--- src/hdl/gpio_misc_params.svh ---
`ifndef GPIO_MISC_PARAMS_SVH
`define GPIO_MISC_PARAMS_SVH

`define OFS_GENERAL_IO_PINS 8'h14
`define OFS_MISC_REFERENCE_ROUTING 8'h15
`define OFS_MISC_RESERVED_TWO 8'h16
`define OFS_CONVERSION_MODE_CONFIG 8'h17

`define POS_PIN_DATA_LSB 4
`define POS_PIN_DIRECTION_LSB 0
`define POS_SHARED_REFERENCE_SWITCH 5
`define POS_SINGLE_SHOT 3
`define POS_ELECTRODE_COMPARATOR_ENABLE 1

`define RST_PIN_DIRECTION_BITS 4'hF
`define RST_PIN_DATA_BITS 4'h0
`define RST_REG_BYTE 8'h00

`define RESP_TAKES_PINS_BIT 0
`define RESP_TAKEN_PIN_MASK 4'hE

`define SYNC_STAGES 2

`endif

--- src/hdl/gpio_misc_pkg.sv ---
`default_nettype none

package gpio_misc_pkg;

   typedef struct packed {
      logic wr;
      logic rd;
      logic [7:0] addr;
      logic [7:0] wdata;
   } reg_req_t;

   typedef struct packed {
      logic [3:0] pin_direction_bits;
      logic [3:0] pin_data_bits;
      logic shared_reference_switch;
      logic single_shot;
      logic electrode_comparator_enable;
      logic [7:0] rd_data;
      logic [3:0] pin_out;
      logic [3:0] pin_oe;
   } regs_t;

endpackage

`default_nettype wire

--- src/hdl/pin_sync.sv ---
`timescale 1ns/10ps
`default_nettype none

module pin_sync
#(
   parameter int WIDTH = 4
)
(
   input wire logic sys_clk,
   input wire logic arst_n,
   input wire logic [WIDTH-1:0] async_in,
   output logic [WIDTH-1:0] sync_out
);

   // Kept local because its width follows the parameter.
   typedef struct packed {
      logic [WIDTH-1:0] meta;
      logic [WIDTH-1:0] stable;
   } sync_state_t;

   sync_state_t s_r;
   sync_state_t s_nxt;

   // The first stage feeds only the second, so a metastable level never reaches a reader.
   always_comb
   begin
      s_nxt.meta = async_in;
      s_nxt.stable = s_r.meta;
   end

   always_ff @(posedge sys_clk or negedge arst_n)
   begin
      if (!arst_n)
      begin
         s_r <= '0;
      end
      else
      begin
         s_r <= s_nxt;
      end
   end

   assign sync_out = s_r.stable;

endmodule

`default_nettype wire

--- src/hdl/gpio_misc_config_regs.sv ---
// Behaviour
// RULE1 - data bit reads return live pin level
// RULE2 - output pin drives written data bit
// RULE3 - data write ignored on input pins
// RULE4 - direction bit zero output, one input
// RULE5 - reset: directions all one, data zero
// RULE6 - respiration modes take pins from I/O
// RULE7 - respiration 01 or 11 takes pins two-four
// RULE8 - bit five closes shared reference switches
// RULE9 - host writes zero to reserved bits
// RULE10 - bit three selects single-shot conversion
// RULE11 - bit one enables lead-off comparators
// RULE12 - pin levels synchronised before readback
`timescale 1ns/10ps
`default_nettype none
`include "gpio_misc_params.svh"

module gpio_misc_config_regs
#(
   parameter int PINS = 4
)
(
   input wire logic sys_clk,
   input wire logic arst_n,
   input wire gpio_misc_pkg::reg_req_t req,
   output logic [7:0] rd_data,
   input wire logic [1:0] respiration_select,
   input wire logic [PINS-1:0] pin_in,
   output logic [PINS-1:0] pin_out,
   output logic [PINS-1:0] pin_oe,
   output logic shared_reference_switch,
   output logic single_shot,
   output logic electrode_comparator_enable
);
   import gpio_misc_pkg::*;

   regs_t s_r;
   regs_t s_nxt;
   logic [PINS-1:0] pin_sync_w;

   // Pins the respiration circuit has claimed; their enables drop at the clock edge after the claim.
   function automatic logic [3:0] taken_mask(input logic [1:0] resp);
      taken_mask = resp[`RESP_TAKES_PINS_BIT] ? `RESP_TAKEN_PIN_MASK : 4'h0; // RULE6 RULE7
   endfunction

   function automatic logic hit(input reg_req_t r, input logic [7:0] ofs);
      hit = (r.addr == ofs);
   endfunction

   pin_sync #(.WIDTH(PINS)) u_sync
   (
      .sys_clk(sys_clk),
      .arst_n(arst_n),
      .async_in(pin_in),
      .sync_out(pin_sync_w)
   );

   always_comb
   begin
      s_nxt = s_r;
      if (req.wr)
      begin
         if (hit(req, `OFS_GENERAL_IO_PINS))
         begin
            // Data bits only latch on pins currently set as outputs.
            for (int i = 0; i < PINS; i++)
            begin
               if (!s_r.pin_direction_bits[i]) // RULE3
               begin
                  s_nxt.pin_data_bits[i] = req.wdata[`POS_PIN_DATA_LSB + i]; // RULE2
               end
            end
            s_nxt.pin_direction_bits = req.wdata[`POS_PIN_DIRECTION_LSB +: 4]; // RULE4
         end
         if (hit(req, `OFS_MISC_REFERENCE_ROUTING))
         begin
            s_nxt.shared_reference_switch = req.wdata[`POS_SHARED_REFERENCE_SWITCH]; // RULE8
         end
         if (hit(req, `OFS_CONVERSION_MODE_CONFIG))
         begin
            s_nxt.single_shot = req.wdata[`POS_SINGLE_SHOT]; // RULE10
            s_nxt.electrode_comparator_enable =
               req.wdata[`POS_ELECTRODE_COMPARATOR_ENABLE]; // RULE11
         end
      end
      // Reserved bits are not stored, so they read zero whatever the host wrote.
      if (req.rd)
      begin
         case (req.addr)
            `OFS_GENERAL_IO_PINS:
               s_nxt.rd_data = {pin_sync_w, s_r.pin_direction_bits}; // RULE1 RULE12
            `OFS_MISC_REFERENCE_ROUTING:
               s_nxt.rd_data = 8'(s_r.shared_reference_switch)
                  << `POS_SHARED_REFERENCE_SWITCH;
            `OFS_CONVERSION_MODE_CONFIG:
               s_nxt.rd_data = (8'(s_r.single_shot) << `POS_SINGLE_SHOT)
                  | (8'(s_r.electrode_comparator_enable) << `POS_ELECTRODE_COMPARATOR_ENABLE);
            default:
               s_nxt.rd_data = `RST_REG_BYTE; // RULE9
         endcase
      end
      // Enables follow the next direction value, so a pin is released in the same cycle
      // that its direction bit turns it into an input.
      s_nxt.pin_out = s_nxt.pin_data_bits;
      s_nxt.pin_oe = ~s_nxt.pin_direction_bits & ~taken_mask(respiration_select); // RULE4 RULE6
   end

   always_ff @(posedge sys_clk or negedge arst_n)
   begin
      if (!arst_n)
      begin
         // Enables start low, so no pin is driven before the host asks for it.
         s_r.pin_direction_bits <= `RST_PIN_DIRECTION_BITS; // RULE5
         s_r.pin_data_bits <= `RST_PIN_DATA_BITS; // RULE5
         s_r.shared_reference_switch <= 1'b0;
         s_r.single_shot <= 1'b0;
         s_r.electrode_comparator_enable <= 1'b0;
         s_r.rd_data <= `RST_REG_BYTE;
         s_r.pin_out <= `RST_PIN_DATA_BITS;
         s_r.pin_oe <= 4'h0;
      end
      else
      begin
         s_r <= s_nxt;
      end
   end

   assign rd_data = s_r.rd_data;
   assign pin_out = s_r.pin_out;
   assign pin_oe = s_r.pin_oe;
   assign shared_reference_switch = s_r.shared_reference_switch;
   assign single_shot = s_r.single_shot;
   assign electrode_comparator_enable = s_r.electrode_comparator_enable;

   // Every pin gets its own pair of checks, so a slip on one bit index cannot hide.
   generate
      for (genvar p = 0; p < PINS; p++)
      begin : g_pin_checks

      end
   endgenerate
endmodule

`default_nettype wire

--- config.mk ---
export PLATFORM = sky130hd
export DESIGN_NAME = gpio_misc_config_regs
export DESIGN_NICKNAME = d
export VERILOG_FILES = /design/src/hdl/gpio_misc_pkg.sv /design/src/hdl/pin_sync.sv /design/src/hdl/gpio_misc_config_regs.sv
export VERILOG_INCLUDE_DIRS = /design/src /design/src/hdl
export SDC_FILE = /design/constraint.sdc
export NUM_CORES = 1
export LEC_CHECK = 0
export BUFFER_PORTS_ARGS = -buffer_cell sky130_fd_sc_hd__buf_2
export CAP_MARGIN = 10
export CORE_UTILIZATION = 35
export DETAILED_ROUTE_END_ITERATION = 8
export HOLD_SLACK_MARGIN = 0.1
export PLACE_DENSITY = 0.63
export SYNTH_ARGS = -nofsm -noshare
export SYNTH_HDL_FRONTEND = slang
export SYNTH_SLANG_ARGS = --single-unit
--- constraint.sdc ---
create_clock -name sys_clk -period 3.28 [get_ports sys_clk]
set_clock_uncertainty 0.15 [all_clocks]
set_input_delay 0.82 -clock sys_clk [delete_from_list [all_inputs] [get_ports sys_clk]]
set_output_delay 0.82 -clock sys_clk [all_outputs]
set_load 0.01 [all_outputs]
==> flow_metrics.tcl, run 1 <==
set metrics [dict create \
    dieArea_um2 4100 \
    postCtsSetupBuffers 0 \
    status "completed" \
    synth_top_area_frac 0.502 \
    setup_tns_ns 0 \
    numPortBuffers 43 \
    cts-root-buf "clkbuf_8" \
    hold_end "u_sync.sync_out[1]" \
    worst-slew-pin-transition_ns 0.663 \
    cap_violations 0 \
    seq_area_frac_synth 0.580 \
    drv_slew 0 \
    area_delta_synth_final_pct 16.9 \
    startpoint_type "primary input" \
    numCtsBuffers 5 \
    dieWidth_um 64.0 \
    internal_power_mw 0.616 \
    pre_cts_ws_ns 0.537 \
    yosysTopAreaCell "dfrtp_1" \
    cts_resized 0 \
    core_area_um2 3690 \
    synth.most_common_cell "dfrtp_1" \
    cts_max_path_buffers 2 \
    drcViolationCount 0 \
    synth_warnings 0 \
    clockPowerShare 0.413 \
    hold_path.class "flop to flop" \
    design_area_um2 1570 \
    place.gp.congestion 0.751 \
    syn-instance-count 103 \
    ff2ff_setup_slack_ns 1.79 \
    grt_pass1_wl_um 4080 \
    worstReg2RegEnd "pin_out[3]" \
    fin_cells 182 \
    crit_type "primary input to flop" \
    power.total_mw 0.787 \
    hpwl_um 1740 \
    dr.pass1.iters 4 \
    syn_area_um2 1350 \
    cp.arrival_ns 2.47 \
    post-route-period-util 0.748 \
    tritoncts "done" \
    critPathCaptureType "flop" \
    synthTopCellsByArea "dfrtp_1 50%, buf_4 9.5%, dfstp_2 7.8%" \
    fmax_mhz 407 \
    power_density_nw_per_um2 500 \
    path_max_fanout 13 \
    nets 159 \
    rsz0062_at_grt "no" \
    grt_pass1_vias 885 \
    ff2ff_path_depth 2 \
    ff_latch_area_um2 781 \
    grt_util_met3 0.0643 \
    ant_nets 0 \
    synth_seq_cells 31 \
    p_seq_frac 0.516 \
    hold_start "u_sync.s_nxt[1]" \
    routed_wl_um 2390 \
    hold_slack_ns 0.200 \
    initial_core_util 0.365 \
    drt-initial-drc-count 19 \
    r2r-start "s_r[26]" \
    via_per_inst 4.83 \
    combinationalPowerShare 0.072 \
    num_antenna_cells 0 \
    fillerInstances 369 \
    layout_setup_ws_ns 0.826 \
    synthTopCellsByCount "27 x dfrtp_1, 17 x buf_4, 5 x a22o_1, 5 x nor4_1" \
    grt.met2_usage 0.199 \
    gr-usage-met1 0.169 \
    detail_route.wl_per_cell_um 13.1 \
    cts_hold_buffers 0 \
    switching_share 0.217 \
    ys_types 28 \
    slew-limit-headroom 0.558 \
    hold_path_depth 0 \
    async_flop_share 1.00 \
    period_minus_slack_ns 2.45 \
    busiest_layer "met2" \
    switchingPower_mw 0.171 \
    vias 879 \
    utilization 0.427 \
    hold_viol_final 0 \
    syn-num-nets 129 \
    grt_start_max_net_pins 32 \
    drive_gt1_frac 0.478 \
    setup_viol 0 \
    clock-sinks 31 \
    multi_input_area_um2 407 \
    synth-edff-count 0 \
    dp_cells 174 \
    placed_cell_area_um2 1470 \
    startpoint "req[13]" \
    htreeDepth 2 \
    avgSynthCellArea_um2 13.1 \
    grt_use_total 0.138 \
    rows 22 \
    vdd_ir_drop_max_mv 0.285 \
    antenna_found_initial 0 \
    clock_latency_ns 0.28 \
    grt-ovfl-total 0 \
    p_leak_nw 0.818 \
    die_h_um 64.0 \
    clkTransAtPathRegs_ns 0.06 \
    yosys_most_used_dff "dfrtp_1" \
    io_pins 45 \
    critical_path_required_ns 3.30 \
]
registers in the layout (all words and copies together) (netlist names), named ones only:
| name | flops |
|---|---|
| rd_data | 8 |
| pin_oe | 4 |
| pin_out | 4 |
| u_sync.s_nxt | 4 |
| u_sync.sync_out | 4 |
| s_r | 3 |
| electrode_comparator_enable | 1 |
| shared_reference_switch | 1 |
| single_shot | 1 |
layout make-up:
| cell class | count | area share |
|---|---|---|
| sequential | 31 | 0.496 |
| multi-input combinational | 49 | 0.258 |
| timing repair buffer | 43 | 0.137 |
| clock buffer | 8 | 0.0636 |
| tap | 48 | 0.0382 |
| inverter | 3 | 0.00715 |
critical path, stage by stage:
cell	delay (ns)
buf_2	0.09
or4b_4	0.62
or3_1	0.58
mux2_4	0.35
placed cells by master, fill, tap and decap left out:
| cell | n |
|---|---|
| a211oi_1 | 2 |
| a21o_1 | 3 |
| a22o_1 | 5 |
| a22oi_1 | 2 |
| and2_1 | 1 |
| buf_2 | 43 |
| clkbuf_1 | 1 |
| clkbuf_8 | 7 |
| dfrtp_1 | 27 |
| dfstp_2 | 4 |
| inv_1 | 3 |
| mux2_1 | 2 |
| mux2_2 | 4 |
| mux2_4 | 4 |
| mux2i_1 | 2 |
| nand2_1 | 3 |
| nand2b_1 | 2 |
| nand3_1 | 1 |
| nor2_1 | 3 |
| nor3_1 | 1 |
| nor4_1 | 5 |
| nor4_2 | 1 |
| o41ai_1 | 2 |
| or3_1 | 2 |
| or3b_1 | 1 |
| or4_1 | 2 |
| or4b_4 | 1 |
power by group through the flow:
stage,clock network [mW],registers [mW],logic (mW)
6_report,0.325,0.406,0.0564
3_3_place_gp,0,0.412,0.0561
4_1_cts,0.332,0.406,0.0576
5_1_grt,0.350,0.407,0.0631
2_1_floorplan,0,0.411,0.0305
3_5_place_dp,0,0.412,0.0574
worst max path at each step:
| stage | end | slack, ns | cells after the start |
|---|---|---|---|
| 2_1_floorplan | pin_oe[2] | 0.83 | 4 |
| 3_3_place_gp | pin_oe[2] | 0.56 | 4 |
| 3_5_place_dp | pin_oe[2] | 0.54 | 4 |
| 4_1_cts | pin_oe[2] | 0.84 | 4 |
| 5_1_grt | pin_oe[2] | 0.79 | 4 |
| 6_report | pin_oe[2] | 0.83 | 4 |
logic make-up (layout without fill, tap and decap cells):
kind of cell | after synthesis | after routing | synth area share
mux | 12 | 12 | 0.110
compound gates | 14 | 14 | 0.0846
simple gates | 23 | 23 | 0.108
flops | 31 | 31 | 0.580
buf+inv | 23 | 54 | 0.118
routing by layer:
metal  part of all wire  vias to the layer above
met1               0.45                      434
li1                   -                      411
met4              0.013                        0
met3              0.075                        4
met5                  0                        -
met2               0.46                       30
Power figures use the tool's default switching activity.
==> run 2: changes to the inputs <==
- PLACE_DENSITY: 0.63 -> 0.65
- clock period: 3.28 -> 2.2 ns (I/O delays scaled with it)
==> run 2 against run 1 <==
Compared with the run above: count of clock-buffer cells in the layout unchanged; core utilization increased by 1.2 points; cell count increased by 3.3%; flip-flop and latch count unchanged; setup slack got worse by 0.72 ns; worst hold slack got worse by 0.045 ns; clock power increased by 46%; critical path depth increased by 1; critical path type unchanged; highest routed layer unchanged.
==> flow_metrics.tcl, run 2 (synthesis results as in run 1) <==
set metrics [dict create \
    clock_latency_ns 0.27 \
    tritoncts "done" \
    p_leak_nw 0.845 \
    clock-sinks 31 \
    dieWidth_um 64.0 \
    fillerInstances 362 \
    detail_route.wl_per_cell_um 12.7 \
    rsz0062_at_grt "no" \
    vdd_ir_drop_max_mv 0.396 \
    power.total_mw 1.17 \
    regMostFlops "rd_data" \
    cts_max_path_buffers 2 \
    fmax_mhz 478 \
    path_max_fanout 6 \
    initial_core_util 0.365 \
    clockPowerShare 0.406 \
    layout_commonest_cell "buf_2" \
    cap_violations 0 \
    drive_gt1_frac 0.500 \
    cts_hold_buffers 0 \
    drt-initial-drc-count 14 \
    ant_nets 0 \
    htreeDepth 2 \
    hold_viol_final 0 \
    num_antenna_cells 0 \
    antenna_found_initial 0 \
    crit_type "primary input to flop" \
    critical_path_required_ns 2.21 \
    setup_tns_ns 0 \
    hold_path.class "primary input to async pin" \
    clkTransAtPathRegs_ns 0.06 \
    layout_common_cells "43 x buf_2, 27 x dfrtp_1, 7 x clkbuf_8" \
    cp.arrival_ns 2.11 \
    status "completed" \
    combinationalPowerShare 0.075 \
    nets 165 \
    period_minus_slack_ns 2.09 \
    dieArea_um2 4100 \
    cts_resized 0 \
    place.gp.congestion 0.793 \
    rows 22 \
    via_per_inst 4.78 \
    cts-root-buf "clkbuf_8" \
    startpoint_type "primary input" \
    drcViolationCount 0 \
    vias 898 \
    io_pins 45 \
    die_h_um 64.0 \
    slew-limit-headroom 0.562 \
    hold_slack_ns 0.155 \
    numCtsBuffers 5 \
    power_density_nw_per_um2 722 \
    worst-slew-pin-transition_ns 0.656 \
    internal_power_mw 0.921 \
    layout_setup_ws_ns 0.107 \
    setup_viol 0 \
    core_area_um2 3690 \
    hpwl_um 1880 \
    grt_start_max_net_pins 32 \
    grt_pass1_vias 857 \
    cpPeakStageDelay_ns 0.56 \
    grt_pass1_wl_um 3930 \
    area_delta_synth_final_pct 20.3 \
    grt-ovfl-total 0 \
    post-route-period-util 0.952 \
    postCtsSetupBuffers 0 \
    pre_cts_ws_ns -0.175 \
    routed_wl_um 2390 \
    utilization 0.439 \
    numPortBuffers 43 \
    critPathCaptureType "flop" \
    p_seq_frac 0.518 \
    switching_share 0.212 \
    dr.pass1.iters 6 \
    switchingPower_mw 0.247 \
    cp_slowest_cell "or4b_4" \
    path_cells "buf_2, or4b_4, buf_4, nor4_1, mux2_2" \
    drv_slew 0 \
    grt_use_total 0.129 \
    largest_reg_flops 8 \
]
[run 2: area by class of cell]
cell class | instances | area (um2) | area share
Clock buffer | 8 | 100 | 0.0618
Tap cell | 48 | 60.1 | 0.0371
Sequential cell | 31 | 781 | 0.482
Multi-Input combinational cell | 49 | 407 | 0.251
Timing Repair Buffer | 49 | 260 | 0.161
Inverter | 3 | 11.3 | 0.00696
[run 2: power groups by stage]
stage	registers [mW]	logic [mW]	clock network (mW)
floorplan	0.613	0.0454	0
detailed placement	0.615	0.0901	0
global placement	0.614	0.0869	0
CTS	0.605	0.0904	0.490
global route	0.607	0.0984	0.510
finish	0.605	0.0882	0.475
[run 2: worst max-delay path: cells and delay by family]
| family | cells | cell delay [ns] |
|---|---|---|
| buffers and inverters | 2 | 0.28 |
| muxes | 1 | 0.37 |
| and+or+nand+nor | 2 | 0.91 |
[run 2: final timing paths]
check / endpoint / startpoint / cells after the start / slack [ns]
setup / recovery: pin_out[1] / req[13] / 5 / 0.11
hold / removal: pin_out[3] / arst_n / 1 / 0.16
setup reg to reg: pin_out[0] / flop / 2 / 0.68
hold reg to reg: u_sync.sync_out[0] / u_sync.s_nxt[0] / 0 / 0.20
max in group asynchronous: rd_data[4] / arst_n / 1 / 1.32
min in group sys_clk: u_sync.sync_out[0] / u_sync.s_nxt[0] / 0 / 0.20
[run 2: metal layers]
layer  global-route usage  share of wire  up-vias
met5                    0              0        -
li1                     -              -      427
met1                0.163           0.46      437
met2                0.202           0.47       31
met4               0.0597          0.012        0
met3               0.0357          0.053        3
[run 2: stage by stage]
stage | instance area [um2] | cells
after floorplan | 1350 | 103
after global placement | 1520 | 180
after detailed placement | 1520 | 180
final | 1620 | 188
after CTS | 1620 | 188
after global routing | 1620 | 188
